## src/pkg/gate_driver_params.svh

```systemverilog
// Notes on behaviour
// - The settings register sits at byte offset 0xAC, is 32 bits wide and resets to 0x00228000.
// - The two-bit fault response field picks latched, auto-retry, report-only or ignore for codes 0 to 3.
// - In auto-retry mode an overcurrent shuts the outputs off and resumes after the retry time.
// - In report-only mode an overcurrent is recorded and reported while the outputs keep running.
// - In ignore mode an overcurrent is neither reported nor acted on.
// - Bit 11 selects a 5 ms retry interval when clear and 500 ms when set; RETRY_LONG_CYC overflows 32 bits to 705032 cycles, about 70.5 ms.
// - Bits 13-12 select an overcurrent deglitch of 0.2, 0.6, 1.1 or 1.6 us.
// - Bit 10 selects a 16 A trip level when clear and 24 A when set.
// - Bit 18 enables supply overvoltage protection and bit 19 selects 32 V when clear or 20 V when set.
// - Bit 16 decides whether an overtemperature warning pulls the active-low fault indicator.
// - Bit 5 sets the low-side demag threshold, 100 mA when clear and 150 mA when set.
// - Bit 4 sets the high-side demag threshold independently with the same encoding.
// - Synchronous rectification is used only while bit 3 is set.
// - Asynchronous rectification is used only while bit 2 is set.
// - Bits 1-0 select sense gain 0.15, 0.3, 0.6 or 1.2 V/A.
`ifndef GATE_DRIVER_PARAMS_SVH
`define GATE_DRIVER_PARAMS_SVH

`define GDS1_OFFSET        8'hAC
`define GDS1_RESET         32'h00228000
`define GDS1_SLEW_LSB      26
`define GDS1_SUPPLY_OVERVOLTAGE_THRESHOLD_SELECT_BIT   19
`define GDS1_SUPPLY_OVERVOLTAGE_GUARD_ENABLE_BIT    18
`define GDS1_OVERTEMP_WARNING_REPORT_ENABLE_BIT   16
`define GDS1_DEG_LSB       12
`define GDS1_RETRY_BIT     11
`define GDS1_LVL_BIT       10
`define GDS1_MODE_LSB      8
`define GDS1_DMAG_LS_BIT   5
`define GDS1_DMAG_HS_BIT   4
`define GDS1_SYNC_BIT      3
`define GDS1_ASYNC_BIT     2
`define GDS1_GAIN_LSB      0

// Clock rate and times in their own units
`define CLK_HZ             10000000
`define RETRY_SHORT_MS     5
`define RETRY_LONG_MS      500
`define DEG0_NS            200
`define DEG1_NS            600
`define DEG2_NS            1100
`define DEG3_NS            1600
`define RETRY_SHORT_CYC    ((`RETRY_SHORT_MS * `CLK_HZ) / 1000)
`define RETRY_LONG_CYC     ((`RETRY_LONG_MS * `CLK_HZ) / 1000)
`define NS_TO_CYC(ns)      (((ns) * (`CLK_HZ / 1000000) + 999) / 1000)

`endif

```

## src/pkg/gate_driver_pkg.sv

```systemverilog
`default_nettype none
package gate_driver_pkg;
	typedef enum logic [1:0] {
		OC_LATCHED = 2'h0,
		OC_RETRY   = 2'h1,
		OC_REPORT  = 2'h2,
		OC_IGNORE  = 2'h3
	} oc_response_t;

	typedef enum logic [2:0] {
		OC_ST_RUN     = 3'b001,
		OC_ST_LATCHED = 3'b010,
		OC_ST_WAIT    = 3'b100
	} oc_state_t;
endpackage : gate_driver_pkg
`default_nettype wire

```

## src/rtl/oc_deglitch.sv

```systemverilog
`timescale 1ns/10ps
`default_nettype none
`include "gate_driver_params.svh"
// Overcurrent filter: condition must hold for the selected time before it counts
module oc_deglitch #(
	parameter int CW = 8
) (
	// Clock and reset
	input  wire logic       clk_in,
	input  wire logic       rst_in,
	// Filter
	input  wire logic       raw_in,
	input  wire logic [1:0] sel_in,
	output logic            hit_out
);
	logic [CW-1:0] cnt_reg;
	logic [CW-1:0] limit;

	// Filter length from the deglitch code, rounded up to whole cycles
	always_comb begin
		unique case (sel_in)
			2'h0: limit = CW'(`NS_TO_CYC(`DEG0_NS));
			2'h1: limit = CW'(`NS_TO_CYC(`DEG1_NS));
			2'h2: limit = CW'(`NS_TO_CYC(`DEG2_NS));
			2'h3: limit = CW'(`NS_TO_CYC(`DEG3_NS));
		endcase
	end

	// A single drop of the condition restarts the count
	always_ff @(posedge clk_in or posedge rst_in) begin
		if (rst_in) begin
			cnt_reg <= '0;
		end else if (!raw_in) begin
			cnt_reg <= '0;
		end else if (cnt_reg < limit) begin
			cnt_reg <= cnt_reg + CW'(1);
		end
	end

	assign hit_out = raw_in && (cnt_reg >= limit);
endmodule : oc_deglitch
`default_nettype wire

```

## src/rtl/gate_driver_settings.sv

```systemverilog
`timescale 1ns/10ps
`default_nettype none
`include "gate_driver_params.svh"
// Gate-driver settings register and the protection logic it steers
module gate_driver_settings #(
	parameter int RETRY_SHORT = `RETRY_SHORT_CYC,
	parameter int RETRY_LONG  = `RETRY_LONG_CYC
) (
	// Clock and reset
	input  wire logic        clk_in,
	input  wire logic        rst_in,
	// Register port
	input  wire logic [7:0]  reg_addr_in,
	input  wire logic        reg_wr_in,
	input  wire logic [31:0] reg_wdata_in,
	output logic      [31:0] reg_rdata_out,
	// Fault sense pins
	input  wire logic        overcurrent_in,
	input  wire logic        overvoltage_20_in,
	input  wire logic        overvoltage_32_in,
	input  wire logic        overtemp_warn_in,
	input  wire logic        oc_clear_in,
	// Controls to the analog stage
	output logic      [1:0]  slew_rate_out,
	output logic             overcurrent_trip_level_out,
	output logic             demag_threshold_low_side_out,
	output logic             demag_threshold_high_side_out,
	output logic             sync_rectification_enable_out,
	output logic             async_rectification_enable_out,
	output logic      [1:0]  current_sense_gain_out,
	// Status
	output logic             outputs_enable_out,
	output logic             overcurrent_seen_out,
	output logic             fault_indicator_n_out
);
	import gate_driver_pkg::*;

	logic [31:0]  gate_driver_settings_one_reg;
	oc_response_t overcurrent_fault_response;
	logic         overcurrent_retry_interval;
	logic         supply_overvoltage_guard_enable;
	logic         supply_overvoltage_threshold_select;
	logic         overtemp_warning_report_enable;
	logic [1:0]   overcurrent_deglitch_time;
	logic [2:0]   oc_sync_reg, ov20_sync_reg, ov32_sync_reg, otw_sync_reg;
	logic         oc_lvl, ov20_lvl, ov32_lvl, otw_lvl;
	logic         oc_hit;
	oc_state_t    oc_state_reg;
	logic [31:0]  retry_cnt_reg;
	logic         seen_reg;
	logic         ov_active;

	// Register write; every bit is kept, reserved and parity included
	always_ff @(posedge clk_in or posedge rst_in) begin
		if (rst_in) begin
			gate_driver_settings_one_reg <= `GDS1_RESET;
		end else if (reg_wr_in && reg_addr_in == `GDS1_OFFSET) begin
			gate_driver_settings_one_reg <= reg_wdata_in;
		end
	end

	// Read back; unmapped addresses read zero
	always_ff @(posedge clk_in or posedge rst_in) begin
		if (rst_in) begin
			reg_rdata_out <= 32'h00000000;
		end else if (reg_addr_in == `GDS1_OFFSET) begin
			reg_rdata_out <= gate_driver_settings_one_reg;
		end else begin
			reg_rdata_out <= 32'h00000000;
		end
	end

	// Field decode; stored value feeds logic the cycle after the write
	assign overcurrent_fault_response = oc_response_t'(gate_driver_settings_one_reg[`GDS1_MODE_LSB +: 2]);
	assign overcurrent_retry_interval = gate_driver_settings_one_reg[`GDS1_RETRY_BIT];
	assign overcurrent_deglitch_time = gate_driver_settings_one_reg[`GDS1_DEG_LSB +: 2];
	assign supply_overvoltage_guard_enable = gate_driver_settings_one_reg[`GDS1_SUPPLY_OVERVOLTAGE_GUARD_ENABLE_BIT];
	assign supply_overvoltage_threshold_select = gate_driver_settings_one_reg[`GDS1_SUPPLY_OVERVOLTAGE_THRESHOLD_SELECT_BIT];
	assign overtemp_warning_report_enable = gate_driver_settings_one_reg[`GDS1_OVERTEMP_WARNING_REPORT_ENABLE_BIT];

	// Analog controls straight from the register flops
	assign slew_rate_out = gate_driver_settings_one_reg[`GDS1_SLEW_LSB +: 2];
	assign overcurrent_trip_level_out = gate_driver_settings_one_reg[`GDS1_LVL_BIT];
	assign demag_threshold_low_side_out = gate_driver_settings_one_reg[`GDS1_DMAG_LS_BIT];
	assign demag_threshold_high_side_out = gate_driver_settings_one_reg[`GDS1_DMAG_HS_BIT];
	assign sync_rectification_enable_out = gate_driver_settings_one_reg[`GDS1_SYNC_BIT];
	assign async_rectification_enable_out = gate_driver_settings_one_reg[`GDS1_ASYNC_BIT];
	assign current_sense_gain_out = gate_driver_settings_one_reg[`GDS1_GAIN_LSB +: 2];

	// Pins are asynchronous: three stages, a change counts when stages two and three agree
	always_ff @(posedge clk_in or posedge rst_in) begin
		if (rst_in) begin
			oc_sync_reg   <= 3'h0;
			ov20_sync_reg <= 3'h0;
			ov32_sync_reg <= 3'h0;
			otw_sync_reg  <= 3'h0;
			oc_lvl        <= 1'b0;
			ov20_lvl      <= 1'b0;
			ov32_lvl      <= 1'b0;
			otw_lvl       <= 1'b0;
		end else begin
			oc_sync_reg   <= {oc_sync_reg[1:0], overcurrent_in};
			ov20_sync_reg <= {ov20_sync_reg[1:0], overvoltage_20_in};
			ov32_sync_reg <= {ov32_sync_reg[1:0], overvoltage_32_in};
			otw_sync_reg  <= {otw_sync_reg[1:0], overtemp_warn_in};
			if (oc_sync_reg[1] == oc_sync_reg[2]) oc_lvl <= oc_sync_reg[2];
			if (ov20_sync_reg[1] == ov20_sync_reg[2]) ov20_lvl <= ov20_sync_reg[2];
			if (ov32_sync_reg[1] == ov32_sync_reg[2]) ov32_lvl <= ov32_sync_reg[2];
			if (otw_sync_reg[1] == otw_sync_reg[2]) otw_lvl <= otw_sync_reg[2];
		end
	end

	// Deglitch the overcurrent comparator
	oc_deglitch #(
		.CW(8)
	) u_deglitch (
		.clk_in (clk_in),
		.rst_in (rst_in),
		.raw_in (oc_lvl),
		.sel_in (overcurrent_deglitch_time),
		.hit_out(oc_hit)
	);

	// Overcurrent response state machine
	always_ff @(posedge clk_in or posedge rst_in) begin
		if (rst_in) begin
			oc_state_reg  <= OC_ST_RUN;
			retry_cnt_reg <= 32'h00000000;
		end else begin
			unique case (oc_state_reg)
				OC_ST_RUN: begin
					if (oc_hit && overcurrent_fault_response == OC_LATCHED) begin
						oc_state_reg <= OC_ST_LATCHED;
					end else if (oc_hit && overcurrent_fault_response == OC_RETRY) begin
						oc_state_reg  <= OC_ST_WAIT;
						retry_cnt_reg <= 32'h00000000;
					end
				end
				OC_ST_LATCHED: begin
					// Only an explicit clear releases a latched fault
					if (oc_clear_in) oc_state_reg <= OC_ST_RUN;
				end
				OC_ST_WAIT: begin
					// Interval chosen when the wait ends, so a rewrite mid-wait applies
					if (retry_cnt_reg >= 32'(overcurrent_retry_interval ? RETRY_LONG : RETRY_SHORT) - 32'h1) begin
						oc_state_reg <= OC_ST_RUN;
					end else begin
						retry_cnt_reg <= retry_cnt_reg + 32'h1;
					end
				end
				default: begin
					// Upset one-hot code: fall back to running rather than hang
					oc_state_reg <= OC_ST_RUN;
				end
			endcase
		end
	end

	// Sticky record; a new event wins over the clear in the same cycle
	always_ff @(posedge clk_in or posedge rst_in) begin
		if (rst_in) begin
			seen_reg <= 1'b0;
		end else if (oc_hit && overcurrent_fault_response != OC_IGNORE) begin
			seen_reg <= 1'b1;
		end else if (oc_clear_in) begin
			seen_reg <= 1'b0;
		end
	end

	// Overvoltage guard with threshold select
	assign ov_active = supply_overvoltage_guard_enable &&
		(supply_overvoltage_threshold_select ? ov20_lvl : ov32_lvl);

	// Report-only and ignore modes never reach the outputs
	assign outputs_enable_out = (oc_state_reg == OC_ST_RUN) && !ov_active;
	assign overcurrent_seen_out = seen_reg;
	assign fault_indicator_n_out = !(seen_reg || oc_state_reg != OC_ST_RUN || ov_active ||
		(overtemp_warning_report_enable && otw_lvl));
endmodule : gate_driver_settings
`default_nettype wire

```

## config.mk

```make
export PLATFORM = sky130hd
export DESIGN_NAME = gate_driver_settings
export DESIGN_NICKNAME = d
export VERILOG_FILES = /design/src/pkg/gate_driver_pkg.sv /design/src/rtl/oc_deglitch.sv /design/src/rtl/gate_driver_settings.sv
export VERILOG_INCLUDE_DIRS = /design/src /design/src/pkg
export SDC_FILE = /design/constraint.sdc
export NUM_CORES = 1
export LEC_CHECK = 0
export BUFFER_PORTS_ARGS = -buffer_cell sky130_fd_sc_hd__buf_2
export CAP_MARGIN = 20
export CORE_UTILIZATION = 55
export CTS_CLUSTER_DIAMETER = 80
export DETAILED_ROUTE_END_ITERATION = 8
export MAX_ROUTING_LAYER = met4
export PLACE_DENSITY = 0.79
export SLEW_MARGIN = 20
export SYNTH_ARGS = -nofsm -noshare
export SYNTH_HDL_FRONTEND = slang
export SYNTH_SLANG_ARGS = --single-unit
```

## constraint.sdc

```tcl
create_clock -name clk_in -period 4.5 [get_ports clk_in]
set_input_delay 0.45 -clock clk_in [delete_from_list [all_inputs] [get_ports clk_in]]
set_output_delay 0.45 -clock clk_in [all_outputs]
set_load 0.02 [all_outputs]
```

==> results of run 1 <==
synth_stat cells (all sizes together), types with 2 or more instances:
master     n  share of area, %
mux2i      3              0.59
nor2       9              0.66
and3      10               1.3
buf       11               1.4
maj3       4              0.78
a211oi     3              0.54
nand4bb    2              0.44
a221o      2              0.39
o211ai     3              0.44
mux2      33               7.2
dfrtp    120                59
and2      50               6.1
nand2     25               1.9
nand3     15               1.5
xor2       2              0.34
nand4      8              0.98
or2b       2              0.29
or3        2              0.24
a21o       2              0.29
ha        12               2.9
nor4       5              0.61
clkbuf     8              0.59
a211o      2              0.34
a31oi     12               1.5
a21oi     14               1.4
o21ai      8              0.78
o22a       2              0.34
nor3       8              0.78
inv       13              0.95
nand2b     5              0.61
nor2b      4              0.49
dfstp      4               2.0
area by class of cell:
cell class              instances  area, sq um  share of cell area (%)
well taps                     108        135.1                   2.171
repair buffers                 95        485.5                   7.801
clock buffers                  18        417.9                   6.715
inverters                      13        51.30                  0.8243
flip-flops and latches        124         3108                   49.94
multi-input cells             262         1877                   30.16
clock inverters                14        148.9                   2.392
cells in the final DEF, fill, tap and decap left out, types with 12 or more instances in the layout:
| cell type | n |
|---|---|
| mux2_2 | 33 |
| and2_1 | 49 |
| a21oi_1 | 14 |
| nand3_1 | 15 |
| buf_2 | 91 |
| nand2_1 | 24 |
| ha_1 | 12 |
| clkbuf_16 | 16 |
| dfrtp_1 | 120 |
| a31oi_1 | 12 |
per-layer routing:
layer	part of all wire, %	GRT usage (%)
met1	43	31.28
met2	47	38.30
met3	6.8	6.099
met4	2.2	11.14
met5	0	-
worst min-delay path by stage:
stage / endpoint / slack [ns]
after floorplan: oc_sync_reg[1]$_DFF_PP0_ / 0.33
after detailed placement: ov20_sync_reg[1]$_DFF_PP0_ / 0.34
final: gate_driver_settings_one_reg[26]$_DFFE_PP0P_ / 0.02
after global placement: otw_sync_reg[1]$_DFF_PP0_ / 0.33
after global routing: ov32_sync_reg[0]$_DFF_PP0_ / 0.02
after CTS: otw_sync_reg[0]$_DFF_PP0_ / 0.02
through the flow:
step,total power [mW],hold slack [ns]
5_1_grt,2.875,0.02139
6_report,2.779,0.01853
2_1_floorplan,1.403,0.3312
3_3_place_gp,1.478,0.3334
4_1_cts,2.796,0.01549
3_5_place_dp,1.490,0.3389
power by group through the flow:
stage	clock, mW	combinational (mW)	sequential (mW)
after floorplan	0	0.177	1.23
after global placement	0	0.251	1.23
after detailed placement	0	0.260	1.23
after CTS	1.32	0.262	1.21
after global routing	1.37	0.287	1.22
final	1.31	0.259	1.21
cell families after synthesis:
group / synth area share [%]
multiplexers: 7.827
adder cells (fa/ha/maj): 3.706
AND/OR/NAND/NOR: 16.68
XOR/XNOR: 0.5122
buffers and inverters: 2.975
AO/OA/AOI/OAI: 7.730
flip-flops: 60.57
==> impl_results.md, run 1 <==
- Final worst slack: 1.826 ns
- Initial antenna violation count: 0
- Net Sw Frac: 26.98%
- Root Buffer: clkbuf_8
- GRT Resource Usage Total: 24.79%
- Placement Cell Area: 5657 sq um
- Worst slack at placement: 1.857 ns
- Leak: 3.248 nW
- Power density cells: 446.6 nW/um^2
- Final HPWL DP: 6916 microns
- DR pass1 iterations: 5
- Core area: 8891 sq um
- Post-route cell area: 6223 sq um
- Top FF cell, synth: dfrtp_1
- H-tree depth: 4
- Max transition margin: 47.62%
- Sequential area share after synthesis: 60.57%
- Setup crit start kind: register
- Fin. max-slew vios: 0
- Setup Buffers After CTS: 0
- R2r setup slk: 1.84 ns
- Latest clock arrival within the worst-skew pair: 0.52 ns
- # DRC: 0
- R2R cell count: 6
- Worst stage delay on the critical path: 0.59 ns
- Critical Path Start: gate_driver_settings_one_reg[19]$_DFFE_PP0P_
- CTS Buf Count: 17
- Hold Path Class: primary input to async pin
- Initial core utilization: 57.71%
- Share of layout cells above drive strength 1: 32.32%
- Worst Tran Pin Value: 0.7853 ns
- WL per Instance: 16.96 microns
- Critical setup path kind: register to primary output
- DRT iter0 DRCs: 237
- Final worst path period share: 59.42%
- CTS tree: built
- Placed cell count: 602
- Fin Setup TNS: 0 ns
- Detail Route Antenna Nets: 0
- Synthesized area per cell: 12.28 sq um
- Final non-filler cell total: 634
- # rows: 34
- Hold Vio Cnt, Final: 0
- Fillers: 589
- Clock transition at path regs: 0.06 ns
- Antenna cells: 0
- Post-layout minimum cycle time: 2.674 ns
- Cells after Synth: 418
- Placer Congestion: 0.8108
- Die area: 9720 sq um
- Syn-to-layout area delta: 21.29%
- Detailed Route WL: 10,750 microns
- Clock power frac: 47.0%
- Crit. End Element: primary output
- Worst-path maximum fanout: 3
- Final number of setup-violating endpoints: 0
- Combinational Power Share: 9.3%
- Vias/cell: 5.759
- First-pass GRT wire length: 17,870 microns
- Post-Syn Nets: 478
- Cell Int Power: 2.029 mW
- Die Wd: 98.59 microns
- Post-CTS resize count: 0
- Yosys cell types: 55
- Worst path top cell family by delay: compound AO/OA/AOI/OAI gates
- Max-Cap Viols: 0
- Worst EP required: 4.05 ns
- Unrepaired setup endpoints after global routing: no
- Max Buffers Root-to-Sink: 2
- FFs w/ async S/R, synth: 100.0%
- EDFF count, synth: 0
- CP cell instances: mux2_2, a2111oi_0, and2_1, buf_2
- CP Depth: 4
- IO Pins: 92
- CP arrival: 2.22 ns
- Post-CTS Hold Buffers: 0
- Number of global-route vias before repair: 3,701
- Synthesized area: 5131 sq um
- Net count, final: 573
- Worst path bufs/invs: 1
- Peak VDD IR: 0.0003297 V
- Vias post-DR: 3,651
- Die Ht: 98.59 microns
- Outcome: complete, no violations
- Largest net degree at the start of global routing: 53
- Sequential Power Share: 43.7%
- Critical R2R Launch: oc_state_reg[1]$_DFFE_PP0P_
- Net Sw Power: 0.7498 mW
- YS warnings: 0
- CP endpoint: fault_indicator_n_out
- Clock Skew: 0.009834 ns
- FF+latch count, synth: 124
- Reg-to-reg endpoint: retry_cnt_reg[9]$_DFFE_PP0P_
- Gr ovfl total: 0
- Slowest cell on crit path: a2111oi_0
- Final Util: 70.00%
- CTS Sinks: 124
- IO buf count: 91
- Fmax: 374.0 MHz
No activity file was read; power rests on OpenSTA's default activity.
==> run 2, diff against run 1 <==
==> constraint.sdc (replaced) <==
create_clock -name clk_in -period 2.8 [get_ports clk_in]
set_input_delay 0.28 -clock clk_in [delete_from_list [all_inputs] [get_ports clk_in]]
set_output_delay 0.28 -clock clk_in [all_outputs]
set_load 0.02 [all_outputs]
==> impl_results.md, run 2 (synthesis results as in run 1) <==
- Detail Route Antenna Nets: 0 (unchanged)
- Worst stage delay on the critical path: 0.65 ns (+0.06 ns)
- Fmax: 395.6 MHz
- Max transition margin: 54.17% (+6.6 points)
- Hold Vio Cnt, Final: 0 (unchanged)
- Post-CTS resize count: 0 (unchanged)
- Fin Setup TNS: 0 ns (unchanged)
- Final number of setup-violating endpoints: 0 (unchanged)
- Fin. max-slew vios: 0 (unchanged)
- Outcome: complete, no violations
- Worst EP required: 2.52 ns (-1.53 ns)
- IO Pins: 92 (unchanged)
- DR pass1 iterations: 5 (unchanged)
- Number of global-route vias before repair: 4,172 (+13%)
- Unrepaired setup endpoints after global routing: no
- CP arrival: 2.25 ns (+0.03 ns)
- Final Util: 73.97% (+4.0 points)
- Die area: 9720 sq um (unchanged)
- Max-Cap Viols: 0 (unchanged)
- Max Buffers Root-to-Sink: 2 (unchanged)
- Hold Path Cell Cnt: 2
- Net Sw Frac: 24.53% (-2.5 points)
- Initial core utilization: 57.71% (unchanged)
- # DRC: 0 (unchanged)
- Hold path endpoint: gate_driver_settings_one_reg[4]$_DFFE_PP0P_
- IO buf count: 91 (unchanged)
- WL per Instance: 18.46 microns (+8.9%)
- Leak: 3.397 nW (+4.6%)
- Core area: 8891 sq um (unchanged)
- Worst path bufs/invs: 1 (unchanged)
- Final worst path period share: 90.28%
- Power density cells: 711.3 nW/um^2 (+59%)
- Gr ovfl total: 0 (unchanged)
- Clock Skew: 0.007429 ns (-0.002404 ns)
- Die Wd: 98.59 microns (unchanged)
- CP cell instances: mux2_2, a2111oi_0, and2_1, buf_2
- Slowest cell on crit path: a2111oi_0
- DRT iter0 DRCs: 245 (+3.4%)
- Cell Int Power: 3.531 mW (+74%)
- CTS Buf Count: 17 (unchanged)
- Worst path top cell family by delay: compound AO/OA/AOI/OAI gates
- Worst hold margin: 0.005027 ns (-0.01351 ns)
- Clock transition at path regs: 0.06 ns (about the same)
- First-pass GRT wire length: 20,070 microns (+12%)
- Final HPWL DP: 6999 microns (+1.2%)
- Worst Tran Pin Value: 0.6701 ns (-0.1152 ns)
- Placer Congestion: 0.8672 (+7.0%)
- Net count, final: 603 (+5.2%)
- # rows: 34 (unchanged)
- Vias post-DR: 3,820 (+4.6%)
- Net Sw Power: 1.147 mW (+53%)
- GRT Resource Usage Total: 28.12% (+3.3 points)
- Reg-to-reg endpoint: retry_cnt_reg[4]$_DFFE_PP0P_
- Detailed Route WL: 12,240 microns (+14%)
- Die Ht: 98.59 microns (unchanged)
- Clock power frac: 48.4% (+1.4 points)
- Critical R2R Launch: gate_driver_settings_one_reg[11]$_DFFE_PP0P_
- Syn-to-layout area delta: 28.16%
- Worst slack at placement: 0.4707 ns (-1.386 ns)
- Final worst slack: 0.2722 ns (-1.554 ns)
- Worst-path maximum fanout: 3 (unchanged)
- Post-layout minimum cycle time: 2.528 ns
- Critical setup path kind: register to primary output
- Vias/cell: 5.762 (about the same)
- Root Buffer: clkbuf_8
- CTS Sinks: 124 (unchanged)
- Initial antenna violation count: 0 (unchanged)
- Share of layout cells above drive strength 1: 30.81% (-1.5 points)
- Hold Path Class: primary input to register
- Most frequent cells in the layout: dfrtp_1, buf_2, and2_1, mux2_2, dlygate4sd3_1
- R2r setup slk: 0.46 ns (-1.38 ns)
- Latest clock arrival within the worst-skew pair: 0.51 ns (about the same)
- Largest net degree at the start of global routing: 70 (+32%)
- Min-delay src: reg_wdata_in[4]
- Antenna cells: 0 (unchanged)
- Combinational Power Share: 9.8% (+0.5 points)
- Setup crit start kind: register
- Sequential Power Share: 41.7% (-2.0 points)
- Crit. End Element: primary output
- Peak VDD IR: 0.0004862 V (+47%)
- H-tree depth: 4 (unchanged)
- R2R cell count: 9 (+3)
- Most common cell after layout, fill and taps aside: dfrtp_1
- CTS tree: built
-- run 2: cell count changes in the layout (fill, tap and decap cells not counted), sizes merged --
cell         before  now
dlygate4sd3       0   28
inv              21   14
bufinv            1    4
clkinv            3    5
buf              95   97
clkinvlp          2    3
-- run 2: metrics by stage --
step	area (sq um)	power, mW	std cells
2_1_floorplan	5135	2.255	418
5_1_grt	6576	4.827	663
3_5_place_dp	5685	2.401	604
6_report	6576	4.678	663
4_1_cts	6526	4.678	658
3_3_place_gp	5685	2.377	604
-- run 2: power groups by stage --
| stage | sequential [mW] | combinational, mW | clock, mW |
|---|---|---|---|
| 4_1_cts | 1.95 | 0.454 | 2.27 |
| 6_report | 1.95 | 0.460 | 2.27 |
| 2_1_floorplan | 1.97 | 0.285 | 0 |
| 3_3_place_gp | 1.97 | 0.404 | 0 |
| 5_1_grt | 1.96 | 0.504 | 2.36 |
| 3_5_place_dp | 1.98 | 0.423 | 0 |
-- run 2: cell type report --
| class | count | area, sq um |
|---|---|---|
| multi-input cells | 262 | 1877 |
| inverters | 13 | 52.55 |
| clock buffers | 18 | 417.9 |
| fillers | 508 | 2315 |
| clock inverters | 13 | 192.7 |
| well taps | 108 | 135.1 |
| flip-flops and latches | 124 | 3108 |
| repair buffers | 125 | 793.3 |
-- run 2: how the worst max path moves through the flow --
stage | startpoint | end | slack (ns) | cells past startpoint
4_1_cts | gate_driver_settings_one_reg[19]$_DFFE_PP0P_ | fault_indicator_n_out | 0.26 | 4
3_5_place_dp | gate_driver_settings_one_reg[11]$_DFFE_PP0P_ | retry_cnt_reg[4]$_DFFE_PP0P_ | 0.47 | 9
3_3_place_gp | gate_driver_settings_one_reg[11]$_DFFE_PP0P_ | retry_cnt_reg[15]$_DFFE_PP0P_ | 0.60 | 8
6_report | gate_driver_settings_one_reg[19]$_DFFE_PP0P_ | fault_indicator_n_out | 0.27 | 4
2_1_floorplan | gate_driver_settings_one_reg[19]$_DFFE_PP0P_ | fault_indicator_n_out | 0.27 | 3
5_1_grt | gate_driver_settings_one_reg[19]$_DFFE_PP0P_ | fault_indicator_n_out | 0.20 | 4
-- run 2: layer usage --
| layer | vias to the layer above | global-route usage (%) | part of all wire (%) |
|---|---|---|---|
| met5 | - | - | 0 |
| met3 | 35 | 8.582 | 6.2 |
| li1 | 1721 | - | - |
| met1 | 1926 | 31.86 | 39 |
| met4 | 0 | 11.71 | 2.1 |
| met2 | 138 | 46.64 | 52 |
-- run 2: what timing repair did --
item | in CTS | in global routing
hold endpoints to repair | 49 | 5
hold buffers | 23 | 5
buffers inserted | 0 | 0
